===== src/fah_defines.vh =====
`ifndef FAH_DEFINES_VH
`define FAH_DEFINES_VH

// =====================================================================
// Address and data layout
`define FAH_ADDR_W 24
`define FAH_DATA_W 16
`define FAH_LOW_LANE_MSB 7
`define FAH_HIGH_LANE_LSB 8
// Top word-address bit per density: 32, 64, 128 Mbit
`define FAH_TOP_BIT_32M 21
`define FAH_TOP_BIT_64M 22
`define FAH_TOP_BIT_128M 23
`define FAH_DENS_32M 2'h0
`define FAH_DENS_64M 2'h1
`define FAH_DENS_128M 2'h2

// =====================================================================
// Chip enable levels that select and deselect the device (host drives these patterns)
`define FAH_CE_SELECT 3'h0
`define FAH_CE_IDLE 3'h7

// =====================================================================
// Strobe timing in ns and derived cycles at 100 MHz
`define FAH_CLK_NS 10
`define FAH_SETUP_NS 70
`define FAH_STROBE_NS 70
`define FAH_HOLD_NS 20
`define FAH_READ_NS 80
`define FAH_RESET_LOW_NS 100
`define FAH_WAKE_NS 200
`define FAH_SETUP_CYC ((`FAH_SETUP_NS + `FAH_CLK_NS - 1) / `FAH_CLK_NS)
`define FAH_STROBE_CYC ((`FAH_STROBE_NS + `FAH_CLK_NS - 1) / `FAH_CLK_NS)
`define FAH_HOLD_CYC ((`FAH_HOLD_NS + `FAH_CLK_NS - 1) / `FAH_CLK_NS)
`define FAH_READ_CYC ((`FAH_READ_NS + `FAH_CLK_NS - 1) / `FAH_CLK_NS)
`define FAH_RESET_LOW_CYC ((`FAH_RESET_LOW_NS + `FAH_CLK_NS - 1) / `FAH_CLK_NS)
`define FAH_WAKE_CYC ((`FAH_WAKE_NS + `FAH_CLK_NS - 1) / `FAH_CLK_NS)
`define FAH_CNT_W 8

`endif


===== src/fah_activity_mon.v =====
`timescale 1ns/1ps
`default_nettype none

// =====================================================================
// Activity indicator monitor: level mode busy, pulse mode completion
module fah_activity_mon
(
	// Clock and reset
	input wire clk,
	input wire rstn,
	// Indicator pin and mode
	input wire activityIndicator,
	input wire pulseMode,
	// Results
	output reg deviceBusy,
	output reg doneEvent
);

	reg indPrev_reg;

	// Level mode: low means busy; pulse mode: a low pulse starts on completion
	always @(posedge clk or negedge rstn)
	begin
		if (!rstn)
		begin
			indPrev_reg <= 1'b1;
			deviceBusy <= 1'b0;
			doneEvent <= 1'b0;
		end
		else
		begin
			indPrev_reg <= activityIndicator;
			deviceBusy <= pulseMode ? 1'b0 : ~activityIndicator;
			// Level mode done is busy-to-ready; pulse mode done is the pulse's start
			doneEvent <= pulseMode ? (indPrev_reg & ~activityIndicator) : (~indPrev_reg & activityIndicator);
		end
	end

endmodule // fah_activity_mon

`default_nettype wire


===== src/fah_flash_host.v =====
// Operation
// - Word address spans bits 21, 22 or 23 down to 1 by density.
// - Low lane carries commands and write data, returns array, query, id or status.
// - Address and data are captured on write strobe rising edge; hold them around it.
// - Device drives data only while output enable is low during a read.
`timescale 1ns/1ps
`default_nettype none
`include "fah_defines.vh"

module fah_flash_host
(
	// Clock and reset
	input wire clk,
	input wire rstn,
	// User request side
	input wire reqValid,
	input wire reqWrite,
	input wire [`FAH_ADDR_W-1:0] reqAddr,
	input wire [`FAH_DATA_W-1:0] reqWdata,
	input wire reqPowerDown,
	input wire byteMode,
	input wire pulseMode,
	input wire [1:0] density,
	output reg reqReady,
	output reg rspValid,
	output reg [`FAH_DATA_W-1:0] rspRdata,
	output reg busy,
	output reg opDone,
	// Flash pins
	output reg [`FAH_ADDR_W-1:0] flashAddr,
	output reg byteSelectAddr,
	output reg [2:0] chipEnable,
	output reg outEnableN,
	output reg writeStrobeN,
	output reg widthSelectN,
	output reg resetPowerdownN,
	output reg [`FAH_DATA_W-1:0] dqOut,
	output reg dqLowOe,
	output reg dqHighOe,
	input wire [`FAH_DATA_W-1:0] dqIn,
	input wire activityIndicator
);

	// =====================================================================
	// States
	localparam [2:0] ST_RESET = 3'h0;
	localparam [2:0] ST_WAKE = 3'h1;
	localparam [2:0] ST_IDLE = 3'h2;
	localparam [2:0] ST_SETUP = 3'h3;
	localparam [2:0] ST_STROBE = 3'h4;
	localparam [2:0] ST_HOLD = 3'h5;
	localparam [2:0] ST_DOWN = 3'h6;

	// Counts are worked out as integers, then cut to the counter width on purpose
	localparam integer SETUP_INT = `FAH_SETUP_CYC;
	localparam integer STROBE_INT = `FAH_STROBE_CYC;
	localparam integer HOLD_INT = `FAH_HOLD_CYC;
	localparam integer READ_INT = `FAH_READ_CYC;
	localparam integer RESET_LOW_INT = `FAH_RESET_LOW_CYC;
	localparam integer WAKE_INT = `FAH_WAKE_CYC;
	localparam [`FAH_CNT_W-1:0] SETUP_CYC = SETUP_INT[`FAH_CNT_W-1:0];
	localparam [`FAH_CNT_W-1:0] STROBE_CYC = STROBE_INT[`FAH_CNT_W-1:0];
	localparam [`FAH_CNT_W-1:0] HOLD_CYC = HOLD_INT[`FAH_CNT_W-1:0];
	localparam [`FAH_CNT_W-1:0] READ_CYC = READ_INT[`FAH_CNT_W-1:0];
	localparam [`FAH_CNT_W-1:0] RESET_LOW_CYC = RESET_LOW_INT[`FAH_CNT_W-1:0];
	localparam [`FAH_CNT_W-1:0] WAKE_CYC = WAKE_INT[`FAH_CNT_W-1:0];

	// Mask to the decoded word-address span; unused upper pins stay low
	function [`FAH_ADDR_W-1:0] spanMask;
		input [1:0] dens;
		begin
			case (dens)
				`FAH_DENS_32M: spanMask = {{(`FAH_ADDR_W-1-`FAH_TOP_BIT_32M){1'b0}}, {`FAH_TOP_BIT_32M{1'b1}}, 1'b0};
				`FAH_DENS_64M: spanMask = {{(`FAH_ADDR_W-1-`FAH_TOP_BIT_64M){1'b0}}, {`FAH_TOP_BIT_64M{1'b1}}, 1'b0};
				default: spanMask = {{`FAH_TOP_BIT_128M{1'b1}}, 1'b0};
			endcase
		end
	endfunction

	reg [2:0] state_reg;
	reg [`FAH_CNT_W-1:0] count_reg;
	reg write_reg;
	reg byte_reg;
	reg addr0_reg;
	wire monBusy;
	wire monDone;

	// =====================================================================
	// Indicator watcher
	fah_activity_mon uMon
	(
		.clk(clk),
		.rstn(rstn),
		.activityIndicator(activityIndicator),
		.pulseMode(pulseMode),
		.deviceBusy(monBusy),
		.doneEvent(monDone)
	);

	// Indicator results straight to registered outputs
	always @(posedge clk or negedge rstn)
	begin
		if (!rstn)
		begin
			busy <= 1'b0;
			opDone <= 1'b0;
		end
		else
		begin
			busy <= monBusy;
			opDone <= monDone;
		end
	end

	// =====================================================================
	// Cycle sequencer: one access at a time, fixed setup, strobe, hold
	always @(posedge clk or negedge rstn)
	begin
		if (!rstn)
		begin
			state_reg <= ST_RESET;
			count_reg <= RESET_LOW_CYC;
			write_reg <= 1'b0;
			byte_reg <= 1'b0;
			addr0_reg <= 1'b0;
			reqReady <= 1'b0;
			rspValid <= 1'b0;
			rspRdata <= 16'h0000;
			flashAddr <= 24'h00_0000;
			byteSelectAddr <= 1'b0;
			chipEnable <= `FAH_CE_IDLE;
			outEnableN <= 1'b1;
			writeStrobeN <= 1'b1;
			widthSelectN <= 1'b1;
			resetPowerdownN <= 1'b0;
			dqOut <= 16'h0000;
			dqLowOe <= 1'b0;
			dqHighOe <= 1'b0;
		end
		else
		begin
			rspValid <= 1'b0;
			case (state_reg)
				// Hold the part in reset long enough to clear its sequencer
				ST_RESET:
				begin
					resetPowerdownN <= 1'b0;
					if (count_reg <= 8'h01)
					begin
						state_reg <= ST_WAKE;
						count_reg <= WAKE_CYC;
						resetPowerdownN <= 1'b1;
					end
					else
						count_reg <= count_reg - 8'h01;
				end
				// Writes are not recognised until the wake time has passed
				ST_WAKE:
				begin
					if (count_reg <= 8'h01)
					begin
						state_reg <= ST_IDLE;
						reqReady <= 1'b1;
					end
					else
						count_reg <= count_reg - 8'h01;
				end
				ST_IDLE:
				begin
					widthSelectN <= ~byteMode;
					if (reqPowerDown)
					begin
						state_reg <= ST_DOWN;
						reqReady <= 1'b0;
						resetPowerdownN <= 1'b0;
					end
					else if (reqValid)
					begin
						reqReady <= 1'b0;
						write_reg <= reqWrite;
						byte_reg <= byteMode;
						addr0_reg <= reqAddr[0];
						flashAddr <= reqAddr & spanMask(density);
						byteSelectAddr <= byteMode ? reqAddr[0] : 1'b0;
						chipEnable <= `FAH_CE_SELECT;
						dqOut <= reqWdata;
						// Only drive the high lane for word writes, never in byte mode
						dqLowOe <= reqWrite;
						dqHighOe <= reqWrite & ~byteMode;
						state_reg <= ST_SETUP;
						count_reg <= SETUP_CYC;
					end
				end
				// Address and data settle before the strobe falls
				ST_SETUP:
				begin
					if (count_reg <= 8'h01)
					begin
						state_reg <= ST_STROBE;
						count_reg <= write_reg ? STROBE_CYC : READ_CYC;
						if (write_reg)
							writeStrobeN <= 1'b0;
						else
							outEnableN <= 1'b0;
					end
					else
						count_reg <= count_reg - 8'h01;
				end
				ST_STROBE:
				begin
					if (count_reg <= 8'h01)
					begin
						state_reg <= ST_HOLD;
						count_reg <= HOLD_CYC;
						writeStrobeN <= 1'b1;
						outEnableN <= 1'b1;
						if (!write_reg)
						begin
							rspValid <= 1'b1;
							// Byte reads land on the low lane; high lane is undefined there
							rspRdata <= byte_reg ? {8'h00, dqIn[`FAH_LOW_LANE_MSB:0]} : dqIn;
						end
					end
					else
						count_reg <= count_reg - 8'h01;
				end
				// Keep address and data stable after the rising strobe
				ST_HOLD:
				begin
					if (count_reg <= 8'h01)
					begin
						state_reg <= ST_IDLE;
						chipEnable <= `FAH_CE_IDLE;
						dqLowOe <= 1'b0;
						dqHighOe <= 1'b0;
						reqReady <= 1'b1;
					end
					else
						count_reg <= count_reg - 8'h01;
				end
				// Power-down lasts while requested, then wake time again
				ST_DOWN:
				begin
					if (!reqPowerDown)
					begin
						resetPowerdownN <= 1'b1;
						state_reg <= ST_WAKE;
						count_reg <= WAKE_CYC;
					end
				end
				default:
				begin
					state_reg <= ST_RESET;
					count_reg <= RESET_LOW_CYC;
				end
			endcase
		end
	end

endmodule // fah_flash_host

`default_nettype wire


===== config.mk =====
export PLATFORM = sky130hd
export DESIGN_NAME = fah_flash_host
export DESIGN_NICKNAME = d
export VERILOG_FILES = /design/src/fah_activity_mon.v /design/src/fah_flash_host.v
export VERILOG_INCLUDE_DIRS = /design/src /design/src/src
export SDC_FILE = /design/constraint.sdc
export NUM_CORES = 1
export LEC_CHECK = 0
export ABC_AREA = 1
export ABC_CLOCK_PERIOD_IN_PS = 1920
export BUFFER_PORTS_ARGS = -buffer_cell sky130_fd_sc_hd__buf_2
export CORE_MARGIN = 5
export CORE_UTILIZATION = 45
export CTS_CLUSTER_SIZE = 30
export DETAILED_ROUTE_END_ITERATION = 7
export GPL_TIMING_DRIVEN = 0
export PLACE_DENSITY_LB_ADDON = 0.12
export SYNTH_ARGS = -nofsm -noshare
export SYNTH_HDL_FRONTEND = slang
export SYNTH_SLANG_ARGS = --single-unit

===== constraint.sdc =====
create_clock -name clk -period 1.92 [get_ports clk]
set_clock_uncertainty 0.2 [all_clocks]
set_input_delay 0.384 -clock clk [delete_from_list [all_inputs] [get_ports clk]]
set_output_delay 0.384 -clock clk [all_outputs]
set_load 0.02 [all_outputs]

# --- Word-level counts from Yosys, hierarchy flattened ---
# Index checks and enable logic that the tools add are counted.
totals:
  in_bits: 66
  word_cells: 122
  ff_bits: 86
op_classes:
  n_lt_le_gt_ge: 1
  n_eq_ne: 20
  add_sub_neg: 1
  n_reduce_logical: 16
  n_mux: 53
  bitwise_logic: 9
ops:
  columns: ["op", "n"]
  rows:
  - ["24-bit 2-to-1 mux", 3]
  - ["8-bit 2-to-1 mux", 7]
  - ["24-bit one-hot mux with 2 select lines", 1]
  - ["8-bit one-hot mux with 6 select lines", 1]
  - ["3-bit 2-to-1 mux", 10]
  - ["24-bit bitwise AND", 1]
  - ["2-bit != test, second input constant", 11]
  - ["1-bit 2-to-1 mux", 21]
  - ["3-bit one-hot mux with 6 select lines", 1]
  - ["16-bit 2-to-1 mux", 1]
  - ["4-bit AND reduction", 4]
  - ["3-bit AND reduction", 4]
  - ["1-bit one-hot mux with 2 select lines", 5]
  - ["3-bit equality test, second input constant", 3]
  - ["8-bit by 1-bit <= comparator with 1-bit output, second input constant", 1]
  - ["8-bit by 1-bit subtractor with 8-bit output, second input constant", 1]
  - ["3-bit by 2-bit equality test with 1-bit output, second input constant", 2]
  - ["3-bit one-hot mux with 2 select lines", 1]
  - ["6-bit AND reduction", 1]
  - ["2-bit nonzero test", 3]
  - ["1-bit NOT", 5]
  - ["4-bit 2-to-1 mux", 1]
  - ["1-bit bitwise AND", 3]
  - ["3-bit by 1-bit equality test with 1-bit output, second input constant", 1]
  - ["other kinds (8)", 8]

# --- Longest topological paths before layout ---
# Gate-level depths: netlist (run 1).
logic_depth:
  word_depth: 6
  ltp_mapped: 11
  mapped_depth_nobuf: 11

# --- Hierarchy ---
# Synthesis (run 1) repeated with hierarchy kept, for this count alone.
hier_totals:
  hier_cells: 432
  area_unflattened_um2: 3621.0
modules_own_cells:
  columns: ["module", "instances", "seq_area_each_um2", "area_per_inst_um2", "cells_per_inst"]
  rows:
  - ["fah_flash_host", 1, 2009.4, 3515.9, 422]
  - ["fah_activity_mon", 1, 76.3, 105.1, 10]

# --- Worst setup path before layout (run 1) ---
# OpenSTA, ideal clock, no wires.
synth_path:
  path_type: "register -> register"
  start: "register count_reg[1]"
  end: "register state_reg[0]"
  synth_period_minus_slack_ns: 1.879
  setup_ns: 0.120
  required_time_ns: 1.600
  t_arrival_ns: 1.558
  slack_ns: 0.041
  stages_incl_launch_ff: 11
  cell_sequence: "dfstp_2 inv_1 ha_1 nor2_1 nor2_1 nand2_1 nand2_1 nand2_1 clkinv_1 nand4_1 nand2_1"
synth_between:
  elab_chain_cells: 3
  elab_cells_between_ends: 6
  classes_between: "order compare (1); eq/ne (4); reduce/logical (1)"
synth_lines:
  columns: ["element", "line", "text"]
  rows:
  - ["from (decl)", "fah_flash_host.v:81", "reg [`FAH_CNT_W-1:0] count_reg;"]
  - ["from (signal assigned)", "fah_flash_host.v:155", "count_reg <= count_reg - 8'h01;"]
  - ["from (signal assigned)", "fah_flash_host.v:166", "count_reg <= count_reg - 8'h01;"]
  - ["from (signal assigned)", "fah_flash_host.v:200", "count_reg <= write_reg ? STROBE_CYC : READ_CYC;"]
  - ["8-bit by 1-bit <= comparator with 1-bit output *", null, null]
  - ["2-bit != test (no source line) / 2-bit by 1-bit != test with 1-bit output (equally long branches)", null, null]
  - ["6-bit AND reduction (no source line) *", null, null]
  - ["to (signal assigned)", "fah_flash_host.v:150", "state_reg <= ST_WAKE;"]
  - ["to (signal assigned)", "fah_flash_host.v:162", "state_reg <= ST_IDLE;"]
  - ["to (signal assigned)", "fah_flash_host.v:199", "state_reg <= ST_STROBE;"]
  - ["to (decl)", "fah_flash_host.v:80", "reg [2:0] state_reg;"]
# Mark *: on every way between the ends. The rest lies on a longest branch, timed or not.
# A chain may end at the register's enable or synchronous reset.

# --- Worst setup path in the final report (run 1) ---
layout_path:
  start: "register count_reg[4]"
  end: "register rspRdata[14]"
layout_between:
  elab_chain_cells: 2
layout_lines:
  columns: ["element", "line", "text"]
  rows:
  - ["8-bit by 1-bit <= comparator with 1-bit output", "fah_flash_host.v:211", "if (count_reg <= 8'h01)"]
  - ["3-bit AND reduction (no source line)", null, null]
  - ["to (signal assigned)", "fah_flash_host.v:221", "rspRdata <= byte_reg ? {8'h00, dqIn[`FAH_LOW_LANE_MSB:0]} : dqIn;"]
  - ["to (decl)", "fah_flash_host.v:26", "output reg [`FAH_DATA_W-1:0] rspRdata,"]
# Every way passes these cells.

==> impl_metrics.env, run 1 <==
export IMPL_synth_top_area_share_pct=51.3
export IMPL_max_freq_ghz=0.539
export IMPL_gr_total_overflow=0
export IMPL_critPathRequiredTime_ns=1.95
export IMPL_rsz0062_at_grt="yes"
export IMPL_postSynthRegisterBits=83
export IMPL_grt_util_all_layers_pct=18.0
export IMPL_largest_register_ffs=23
export IMPL_die_y_um=101
export IMPL_antenna_found_initial=0
export IMPL_netlist_area_mm2=0.00371
export IMPL_syn_nets=507
export IMPL_ys_warn_count=0
export IMPL_clkPwrFrac_pct=41.8
export IMPL_p_total_mw=3.24
export IMPL_reg_top3="flashAddr (23), dqOut (16), rspRdata (16)"
export IMPL_worst_setup_path_start_kind="flip-flop"
export IMPL_p_switching_mw=0.689
export IMPL_synth_area_leaders="dfrtp_1 51%, nand2_1 21%, dfstp_2 5.0%, nand3_1 3.4%, inv_1 2.5%"
export IMPL_fin_crit_ns=1.86
export IMPL_drtIter0Drc=144
export IMPL_largest_register="flashAddr"
export IMPL_syn_avg_cell_area_um2=8.44
export IMPL_power_leakage_nw=2.81
export IMPL_finalHoldViolCount=0
export IMPL_grt_pass1_vias=3174
export IMPL_status="completed"
export IMPL_vias=3333
export IMPL_initial_utilization_pct=45.6
export IMPL_synth_most_common_cell="nand2_1"
export IMPL_drv_cap=0
export IMPL_cts_tree="yes"
export IMPL_p_int_mw=2.55
export IMPL_synth_top_area_cell="dfrtp_1"
export IMPL_ir_worst_vdd_mv=0.364
export IMPL_ctsLongestPathBuffers=2
export IMPL_place_inst=679
export IMPL_grt_pass1_wl_um=14700
export IMPL_ios=136
export IMPL_fin_cells=709
export IMPL_crit_type="reg2reg"
export IMPL_rrSetupSlack_ns=0.06
export IMPL_core_mm2=0.00813
export IMPL_setup_viol=0
export IMPL_wl_per_cell_um=13.2
export IMPL_viasPerCell=4.70
export IMPL_cts_made_buffers=9
export IMPL_die_area_mm2=0.0102
export IMPL_power_density_mw_per_mm2=649
export IMPL_rows=33
export IMPL_final_layout_size_suffix_gt1_share_pct=36.8
export IMPL_area_growth_pct=34.6
export IMPL_synthDistinctLibCells=30
export IMPL_cts_sinks=83
export IMPL_multi_input_area_mm2=0.00150
export IMPL_crit_arrival_ns=1.89
export IMPL_finalCritPeriodShare_pct=96.7
export IMPL_worstSkewPairLatency_ns=0.35
export IMPL_end_kind="flip-flop"
export IMPL_regArea_mm2=0.00209
export IMPL_power_frac_comb_pct=4.0
export IMPL_path_clk_slew_ns=0.09
export IMPL_wl_um=9340
export IMPL_p_seq_share_pct=54.2
export IMPL_synth_edf_count=0
export IMPL_ys_seq_area_share_pct=56.3
export IMPL_grt_start_max_net_pins=50
export IMPL_synthArstFlopShare_pct=100
export IMPL_ant_nets=0
export IMPL_cts_htree_levels=3
export IMPL_fill_cells=739
export IMPL_switching_share_pct=21.3
export IMPL_synth_cells=439
export IMPL_synth_common_cells="212 x nand2_1, 76 x dfrtp_1, 25 x inv_1, 25 x nand3_1"
export IMPL_place_congestion=0.868
export IMPL_root_buffer="clkbuf_8"
export IMPL_antenna_cells=0
export IMPL_holdCritPathClass="in2reg"
export IMPL_die_w_um=101
export IMPL_drc=0
export IMPL_dp_final_hpwl_um=6800
export IMPL_final_nets=667
export IMPL_port_buffers=134
export IMPL_synth_flop_cell="dfrtp_1"
export IMPL_first_pass_iters=4
export IMPL_worst_path_max_fanout=10
export IMPL_finalMaxSlewViolations=0
## metrics by stage
step | setup TNS [ns] | hold slack [ns] | setup slack [ns] | cell area (µm²) | utilization [%]
after detailed placement | -4.35 | 0.140 | -0.310 | 4540 | 55.8
after global routing | -0.350 | 0.0221 | -0.0422 | 4990 | 61.3
after floorplan | 0 | -0.112 | 0.0415 | 3710 | -
final | 0 | 0.0201 | 0.0631 | 4990 | 61.3
after CTS | 0 | 0.0143 | 0.0000122 | 4850 | 59.6
after global placement | -33.63 | 0.134 | -0.396 | 4510 | 55.4
## repair_timing
item,in CTS,in global routing
pin swaps,5,8
hold buffers,2,0
hold endpoints to repair,35,0
buffers inserted,5,7
endpoints found under the setup margin,31,27
resized for setup,13,21
## cells in the final DEF, fill, tap and decap left out, types with 2 or more instances in the layout
cell           instances
xor2_1                 2
o21ai_1                6
nand2_4                7
nand2_1              207
dlygate4sd3_1          2
bufinv_16              2
dfstp_2                7
a21oi_1                5
ha_4                   2
inv_1                 23
nand2_2                3
clkbuf_8               9
buf_2                133
o21ai_2                4
clkinv_2               2
nand3_2                2
nand4_1                3
o21ai_0               13
inv_2                  7
buf_4                 20
dfrtp_1               75
nand3_1               24
buf_6                  6
clkbuf_1               2
nor2_1                13
nor2_2                 3
nand3_4                2
nor2_4                 5
clkinv_1               2
## worst max-delay path, stage by stage (launching register included)
cell and delay, ns:
dfrtp_1 0.42, nor2_1 0.19, nand2_1 0.16, inv_2 0.13, nand3_2 0.13, nor2_4 0.16, inv_2 0.10, buf_6 0.15
nand2_1 0.05, nand2_1 0.05
## power by group through the flow
stage | logic, mW | registers (mW) | clock network, mW
after floorplan | 0.0109 | 1.79 | 0
after global placement | 0.122 | 1.79 | 0
after detailed placement | 0.129 | 1.79 | 0
after CTS | 0.133 | 1.76 | 1.39
after global routing | 0.147 | 1.76 | 1.46
final | 0.129 | 1.76 | 1.35
## final cells by class
| class | instances | area share, % |
|---|---|---|
| flip-flops and latches | 83 | 41.8 |
| multi-input cells | 310 | 30.1 |
| repair buffers | 149 | 16.3 |
| clock buffers | 11 | 2.63 |
| well taps | 105 | 2.63 |
| inverters | 33 | 2.53 |
| plain buffers | 13 | 2.33 |
| clock inverters | 5 | 1.58 |
## path summary, 6_finish.rpt
kind	from	end	depth (start not counted)
max	count_reg[4]$_DFFE_PN0P_	rspRdata[14]$_DFFE_PN0P_	9
min	dqIn[2]	rspRdata[2]$_DFFE_PN0P_	3
max reg2reg	count_reg[4]$_DFFE_PN0P_	rspRdata[14]$_DFFE_PN0P_	9
min reg2reg	uMon.deviceBusy$_DFF_PN0_	busy$_DFF_PN0_	0
max in group asynchronous	rstn	uMon.indPrev_reg$_DFF_PN1_	3
min in group asynchronous	rstn	rspRdata[7]$_DFFE_PN0P_	2
## metal layers
layer	up-vias	part of all wire (%)	wire length (µm)	GRT usage (%)
met5	-	0	0	0
met2	130	47	4380	28.9
met3	14	7.9	734	3.39
met4	0	2.0	188	7.05
li1	1682	-	-	-
met1	1507	43	4030	24.3
## cell families after synthesis
kind of cell,synth area share [%]
flops,56.3
simple gates,31.3
fa+ha+maj,0.675
buf+inv,6.48
other cells,0.101
xor+xnor,0.709
compound gates,4.49
No activity file was read; power rests on OpenSTA's default activity.
==> inputs of run 2 (changes only) <==
Settings changed: REMOVE_ABC_BUFFERS set to 1.
==> run 2 against run 1 <==
  * Non-clock buffer count is 11 lower
  * Hold slack better by 0.016 ns
  * Worst setup slack better by 0.010 ns
  * Die area stayed put
  * Flip-flop and latch count stayed put
  * Cell count is 1.1% lower
  * Design area is 2.2% lower
  * Sequential power hardly changed
  * Total power is 7.2% lower
  * Count of clock-buffer cells in the layout stayed put
  * First-iteration DRC count is 5.6% lower
==> impl_metrics.env, run 2 (synthesized netlist as in run 1, its figures left out) <==
export IMPL_final_cell_mix="207 x nand2_1, 133 x buf_2, 74 x dfrtp_1, 24 x nand3_1, 23 x inv_1"
export IMPL_final_nets=659
export IMPL_die_w_um=101
export IMPL_crit_type="reg2reg"
export IMPL_setup_viol=0
export IMPL_cts_htree_levels=3
export IMPL_vias=3284
export IMPL_antenna_cells=0
export IMPL_rsz0062_at_grt="yes"
export IMPL_status="completed"
export IMPL_die_area_mm2=0.0102
export IMPL_finalHoldViolCount=0
export IMPL_initial_utilization_pct=45.6
export IMPL_ctsLongestPathBuffers=2
export IMPL_area_growth_pct=31.7
export IMPL_cts_made_buffers=9
export IMPL_critPathRequiredTime_ns=1.96
export IMPL_die_y_um=101
export IMPL_layout_commonest_cell="nand2_1"
export IMPL_fin_crit_ns=1.85
export IMPL_worst_setup_path_start_kind="flip-flop"
export IMPL_drc=0
export IMPL_p_total_mw=3.01
export IMPL_place_inst=666
export IMPL_crit_start="count_reg[1]$_DFFE_PN1P_"
export IMPL_final_layout_size_suffix_gt1_share_pct=35.7
export IMPL_worstSkewPairLatency_ns=0.34
export IMPL_fin_cells=701
export IMPL_grt_start_max_net_pins=68
export IMPL_max_freq_ghz=0.542
export IMPL_cts_sinks=83
export IMPL_r2r_start="count_reg[1]$_DFFE_PN1P_"
export IMPL_finalInstanceArea_mm2=0.00488
export IMPL_wl_per_cell_um=13.6
export IMPL_setup_ws_ns=0.0734
export IMPL_finalMaxSlewViolations=0
export IMPL_antenna_found_initial=0
export IMPL_reg2reg_depth=11
export IMPL_dp_final_hpwl_um=6360
export IMPL_largest_register_ffs=23
export IMPL_rrSetupSlack_ns=0.07
export IMPL_ios=136
export IMPL_power_leakage_nw=2.72
export IMPL_multi_input_area_mm2=0.00153
export IMPL_wl_um=9520
export IMPL_fill_cells=721
export IMPL_crit_arrival_ns=1.89
export IMPL_cts_tree="yes"
export IMPL_grt_util_all_layers_pct=19.0
export IMPL_grt_pass1_vias=3211
export IMPL_port_buffers=134
export IMPL_ir_worst_vdd_mv=0.330
export IMPL_regArea_mm2=0.00209
export IMPL_r2r_end="count_reg[2]$_DFFE_PN0P_"
export IMPL_cp_endpoint="count_reg[2]$_DFFE_PN0P_"
export IMPL_reg_top3="flashAddr (23), dqOut (16), rspRdata (16)"
export IMPL_worstMarginPinSlew_ns=0.530
export IMPL_root_buffer="clkbuf_8"
export IMPL_path_clk_slew_ns=0.09
export IMPL_first_pass_iters=4
export IMPL_fin_tns_setup_ns=0
export IMPL_holdCritPathClass="in2reg"
export IMPL_rows=33
export IMPL_drtIter0Drc=136
export IMPL_grt_pass1_wl_um=15300
export IMPL_place_area_mm2=0.00442
export IMPL_power_density_mw_per_mm2=616
export IMPL_viasPerCell=4.68
export IMPL_place_congestion=0.888
export IMPL_drv_cap=0
export IMPL_end_kind="flip-flop"
export IMPL_worst_path_max_fanout=5
export IMPL_core_mm2=0.00813
export IMPL_ant_nets=0
export IMPL_slew_headroom_pct=64.6
export IMPL_finalCritPeriodShare_pct=96.2
export IMPL_dp_slack_ns=-0.667
export IMPL_largest_register="flashAddr"
export IMPL_gr_total_overflow=0
[run 2: where the power goes]
group	internal, mW	leakage (nW)	switching, mW
registers	1.75	1.01	0.00172
clock network	0.476	0.0722	0.642
logic	0.0602	1.64	0.0722
total	2.29	2.72	0.716
[run 2: worst min path at each step]
stage | end | cells past startpoint | slack, ns | from
after floorplan | busy$_DFF_PN0_ | 0 | -0.11 | rstn
after global placement | busy$_DFF_PN0_ | 0 | 0.13 | uMon.deviceBusy$_DFF_PN0_
after detailed placement | rspRdata[6]$_DFFE_PN0P_ | 1 | 0.07 | rstn
after CTS | flashAddr[4]$_DFFE_PN0P_ | 3 | 0.02 | reqAddr[4]
after global routing | rspRdata[5]$_DFFE_PN0P_ | 3 | 0.02 | dqIn[5]
final | rspRdata[5]$_DFFE_PN0P_ | 3 | 0.04 | dqIn[5]
[run 2: metrics by stage]
step	utilization [%]	hold slack [ns]
after floorplan	-	-0.112
after global placement	54.0	0.132
after detailed placement	54.4	0.0679
after CTS	58.4	0.0163
after global routing	60.0	0.0200
final	60.0	0.0363
[run 2: cell type report]
class | count | share of cell area (%)
flip-flops and latches | 83 | 42.8
multi-input cells | 313 | 31.3
repair buffers | 151 | 17.0
clock buffers | 11 | 2.69
inverters | 33 | 2.69
well taps | 105 | 2.69
clock inverters | 5 | 0.795
[run 2: repair_timing]
item	CTS	global route
hold endpoints to repair	18	0
setup buffers	7	6
gates resized for setup	14	21
setup endpoints to repair	73	37
pin swaps	6	10
cloned	3	0
hold buffers	3	0
[run 2: routing by layer]
metal | global-route usage [%] | up-vias | routed length (µm)
met4 | 6.53 | 0 | 128
met1 | 23.6 | 1497 | 3950
met2 | 30.6 | 109 | 4610
met3 | 6.64 | 15 | 836
li1 | - | 1663 | -
met5 | 0 | - | 0
[run 2: worst max-delay path, stage by stage, from the launching register on]
cell,delay [ns]
dfstp_2,0.56
inv_2,0.07
ha_4,0.18
nor2_2,0.12
nor2_2,0.07
nand2_4,0.12
buf_6,0.12
nand2_1,0.04
nand2_1,0.06
nand3_1,0.09
nand2_1,0.07
nand2_1,0.05
==> inputs of run 3 (changes only) <==
Settings changed: ABC_CLOCK_PERIOD_IN_PS 1920 to 1700, CORE_UTILIZATION 45 to 48.
Clock period 1.92 ns to 1.7 ns, I/O delays scaled along.
==> run 3 against run 2 <==
  * The run now ends with negative setup slack left
  * Flip-flop and latch count unchanged
  * Design area is 23% higher
  * Combinational power rose by 85%
  * Routed wire length increased by 27%
  * Cell count up 11%
  * Sequential share of layout area decreased by 8.0 points
  * Critical path type unchanged
  * Critical endpoint is now state_reg[0]$_DFFE_PN0P_
  * Largest cell class unchanged
==> impl_metrics.env, run 3 (synthesized netlist as in run 1, its figures left out) <==
export IMPL_holdCritPathClass="in2reg"
export IMPL_wl_um=12100
export IMPL_reg2reg_depth=10
export IMPL_final_util_pct=79.0
export IMPL_fin_hold_ws_ns=0.0147
export IMPL_critPathRequiredTime_ns=1.73
export IMPL_place_area_mm2=0.00442
export IMPL_power_leakage_nw=3.18
export IMPL_largest_register="flashAddr"
export IMPL_initial_utilization_pct=48.7
export IMPL_layout_commonest_cell="nand2_1"
export IMPL_final_cell_mix="179 x nand2_1, 133 x buf_2, 73 x dfrtp_1, 50 x dlygate4sd3_1, 28 x nand2_2"
export IMPL_cts_made_buffers=9
export IMPL_worst_path_max_fanout=6
export IMPL_port_buffers=134
export IMPL_place_congestion=0.827
export IMPL_final_layout_size_suffix_gt1_share_pct=43.8
export IMPL_whs_endpoint="widthSelectN$_DFFE_PN1P_"
export IMPL_wl_per_cell_um=15.5
export IMPL_drv_cap=0
export IMPL_vias=3845
export IMPL_cts_sinks=83
export IMPL_largest_register_ffs=23
export IMPL_grt_start_max_net_pins=62
export IMPL_finalCritPeriodShare_pct=109
export IMPL_rows=32
export IMPL_first_pass_iters=4
export IMPL_antenna_found_initial=0
export IMPL_reg_top3="flashAddr (23), dqOut (16), rspRdata (16)"
export IMPL_hold_depth=2
export IMPL_ant_nets=0
export IMPL_path_clk_slew_ns=0.08
export IMPL_violations="negative setup slack"
export IMPL_grt_pass1_vias=3652
export IMPL_worstSkewPairLatency_ns=0.35
export IMPL_root_buffer="clkbuf_8"
export IMPL_r2r_start="count_reg[0]$_DFFE_PN0P_"
export IMPL_area_growth_pct=62.3
export IMPL_die_y_um=97.9
export IMPL_drtIter0Drc=161
export IMPL_final_nets=737
export IMPL_cts_tree="yes"
export IMPL_ios=136
export IMPL_drc=0
export IMPL_finalMaxSlewViolations=0
export IMPL_finalHoldViolCount=0
export IMPL_rsz0062_at_grt="yes"
export IMPL_core_mm2=0.00761
export IMPL_max_freq_ghz=0.539
export IMPL_crit_arrival_ns=1.89
export IMPL_r2r_end="state_reg[0]$_DFFE_PN0P_"
export IMPL_hp_start="byteMode"
export IMPL_gr_total_overflow=0
export IMPL_setup_ws_ns=-0.157
export IMPL_finalInstanceArea_mm2=0.00601
export IMPL_ctsLongestPathBuffers=2
export IMPL_cts_htree_levels=3
export IMPL_ir_worst_vdd_mv=0.415
export IMPL_fin_crit_ns=1.86
export IMPL_power_density_mw_per_mm2=652
export IMPL_antenna_cells=0
export IMPL_worst_setup_path_start_kind="flip-flop"
export IMPL_die_area_mm2=0.00958
export IMPL_status="finished, violations left"
export IMPL_die_w_um=97.9
export IMPL_end_kind="flip-flop"
export IMPL_grt_util_all_layers_pct=22.4
export IMPL_setup_viol=59
export IMPL_dp_final_hpwl_um=6430
export IMPL_crit_type="reg2reg"
export IMPL_rrSetupSlack_ns=-0.16
export IMPL_grt_pass1_wl_um=17600
export IMPL_viasPerCell=4.95
==> run 3: cell types whose count changed in the layout (fill, tap and decap cells not counted), sizes merged <==
| cell | delta |
|---|---|
| dlygate4sd3 | +47 |
| buf | +25 |
| clkinv | +4 |
| bufinv | +3 |
| clkinvlp | -3 |
| inv | +2 |
==> run 3: worst max path at each step <==
| stage | slack (ns) | endpoint | from | depth (start not counted) |
|---|---|---|---|---|
| 3_3_place_gp | -0.79 | dqLowOe$_DFFE_PN0P_ | state_reg[0]$_DFFE_PN0P_ | 8 |
| 6_report | -0.16 | state_reg[0]$_DFFE_PN0P_ | count_reg[0]$_DFFE_PN0P_ | 10 |
| 4_1_cts | -0.14 | count_reg[2]$_DFFE_PN0P_ | count_reg[0]$_DFFE_PN0P_ | 12 |
| 2_1_floorplan | -0.32 | dqLowOe$_DFFE_PN0P_ | state_reg[0]$_DFFE_PN0P_ | 8 |
| 5_1_grt | -0.22 | count_reg[6]$_DFFE_PN0P_ | count_reg[1]$_DFFE_PN1P_ | 9 |
| 3_5_place_dp | -0.81 | dqLowOe$_DFFE_PN0P_ | state_reg[0]$_DFFE_PN0P_ | 8 |
==> run 3: worst max-delay path: stages (launching register included) <==
cell and delay (ns):
dfrtp_1 0.44, inv_2 0.10, ha_4 0.17, nor2_4 0.05, nor2_4 0.14, nand2_4 0.12, nand2_2 0.07, and2_4 0.17
nand2_4 0.06, o21ai_2 0.13, nand2_1 0.08
==> run 3: layout make-up <==
| cell class | instances | area, µm² |
|---|---|---|
| Timing Repair Buffer | 223 | 1600 |
| Multi-Input combinational cell | 313 | 1740 |
| Tap cell | 102 | 128 |
| Clock buffer | 11 | 131 |
| Inverter | 33 | 153 |
| Fill cell | 504 | 1590 |
| Clock inverter | 5 | 104 |
| Timing Repair inverter | 6 | 72.6 |
| Sequential cell | 83 | 2090 |
==> run 3: power breakdown <==
part	internal [mW]	switching [mW]	total, mW	leakage [nW]
Combinational	0.139	0.104	0.244	2.06
Sequential	1.98	0.00236	1.98	1.01
Clock	0.978	0.715	1.69	0.118
Total	3.10	0.821	3.92	3.18
==> run 3: per-stage QoR <==
stage | total power [mW] | worst slack [ns] | setup TNS, ns | instances
floorplan | 2.04 | -0.322 | -16.18 | 426
global placement | 2.15 | -0.789 | -86.46 | 662
detailed placement | 2.17 | -0.808 | -45.71 | 663
CTS | 3.93 | -0.138 | -2.89 | 749
global route | 4.07 | -0.222 | -7.86 | 776
finish | 3.92 | -0.157 | -3.60 | 776
==> run 3: what timing repair did <==
| item | in CTS | in global routing |
|---|---|---|
| setup endpoints to repair | 77 | 76 |
| hold buffers | 50 | 0 |
| gates cloned | 4 | 6 |
| setup buffers | 16 | 21 |
| endpoints found under the hold margin | 72 | 0 |
| pin swaps | 18 | 43 |
| gates resized for setup | 41 | 91 |
==> run 3: metal layers <==
metal  vias to the layer above  track usage (%)  share of wire, %
met5                         -                0                 0
met4                         0             6.28               1.5
met3                        20             7.00               7.4
met2                       146             38.4                53
met1                      1858             27.3                38
li1                       1821                -                 -
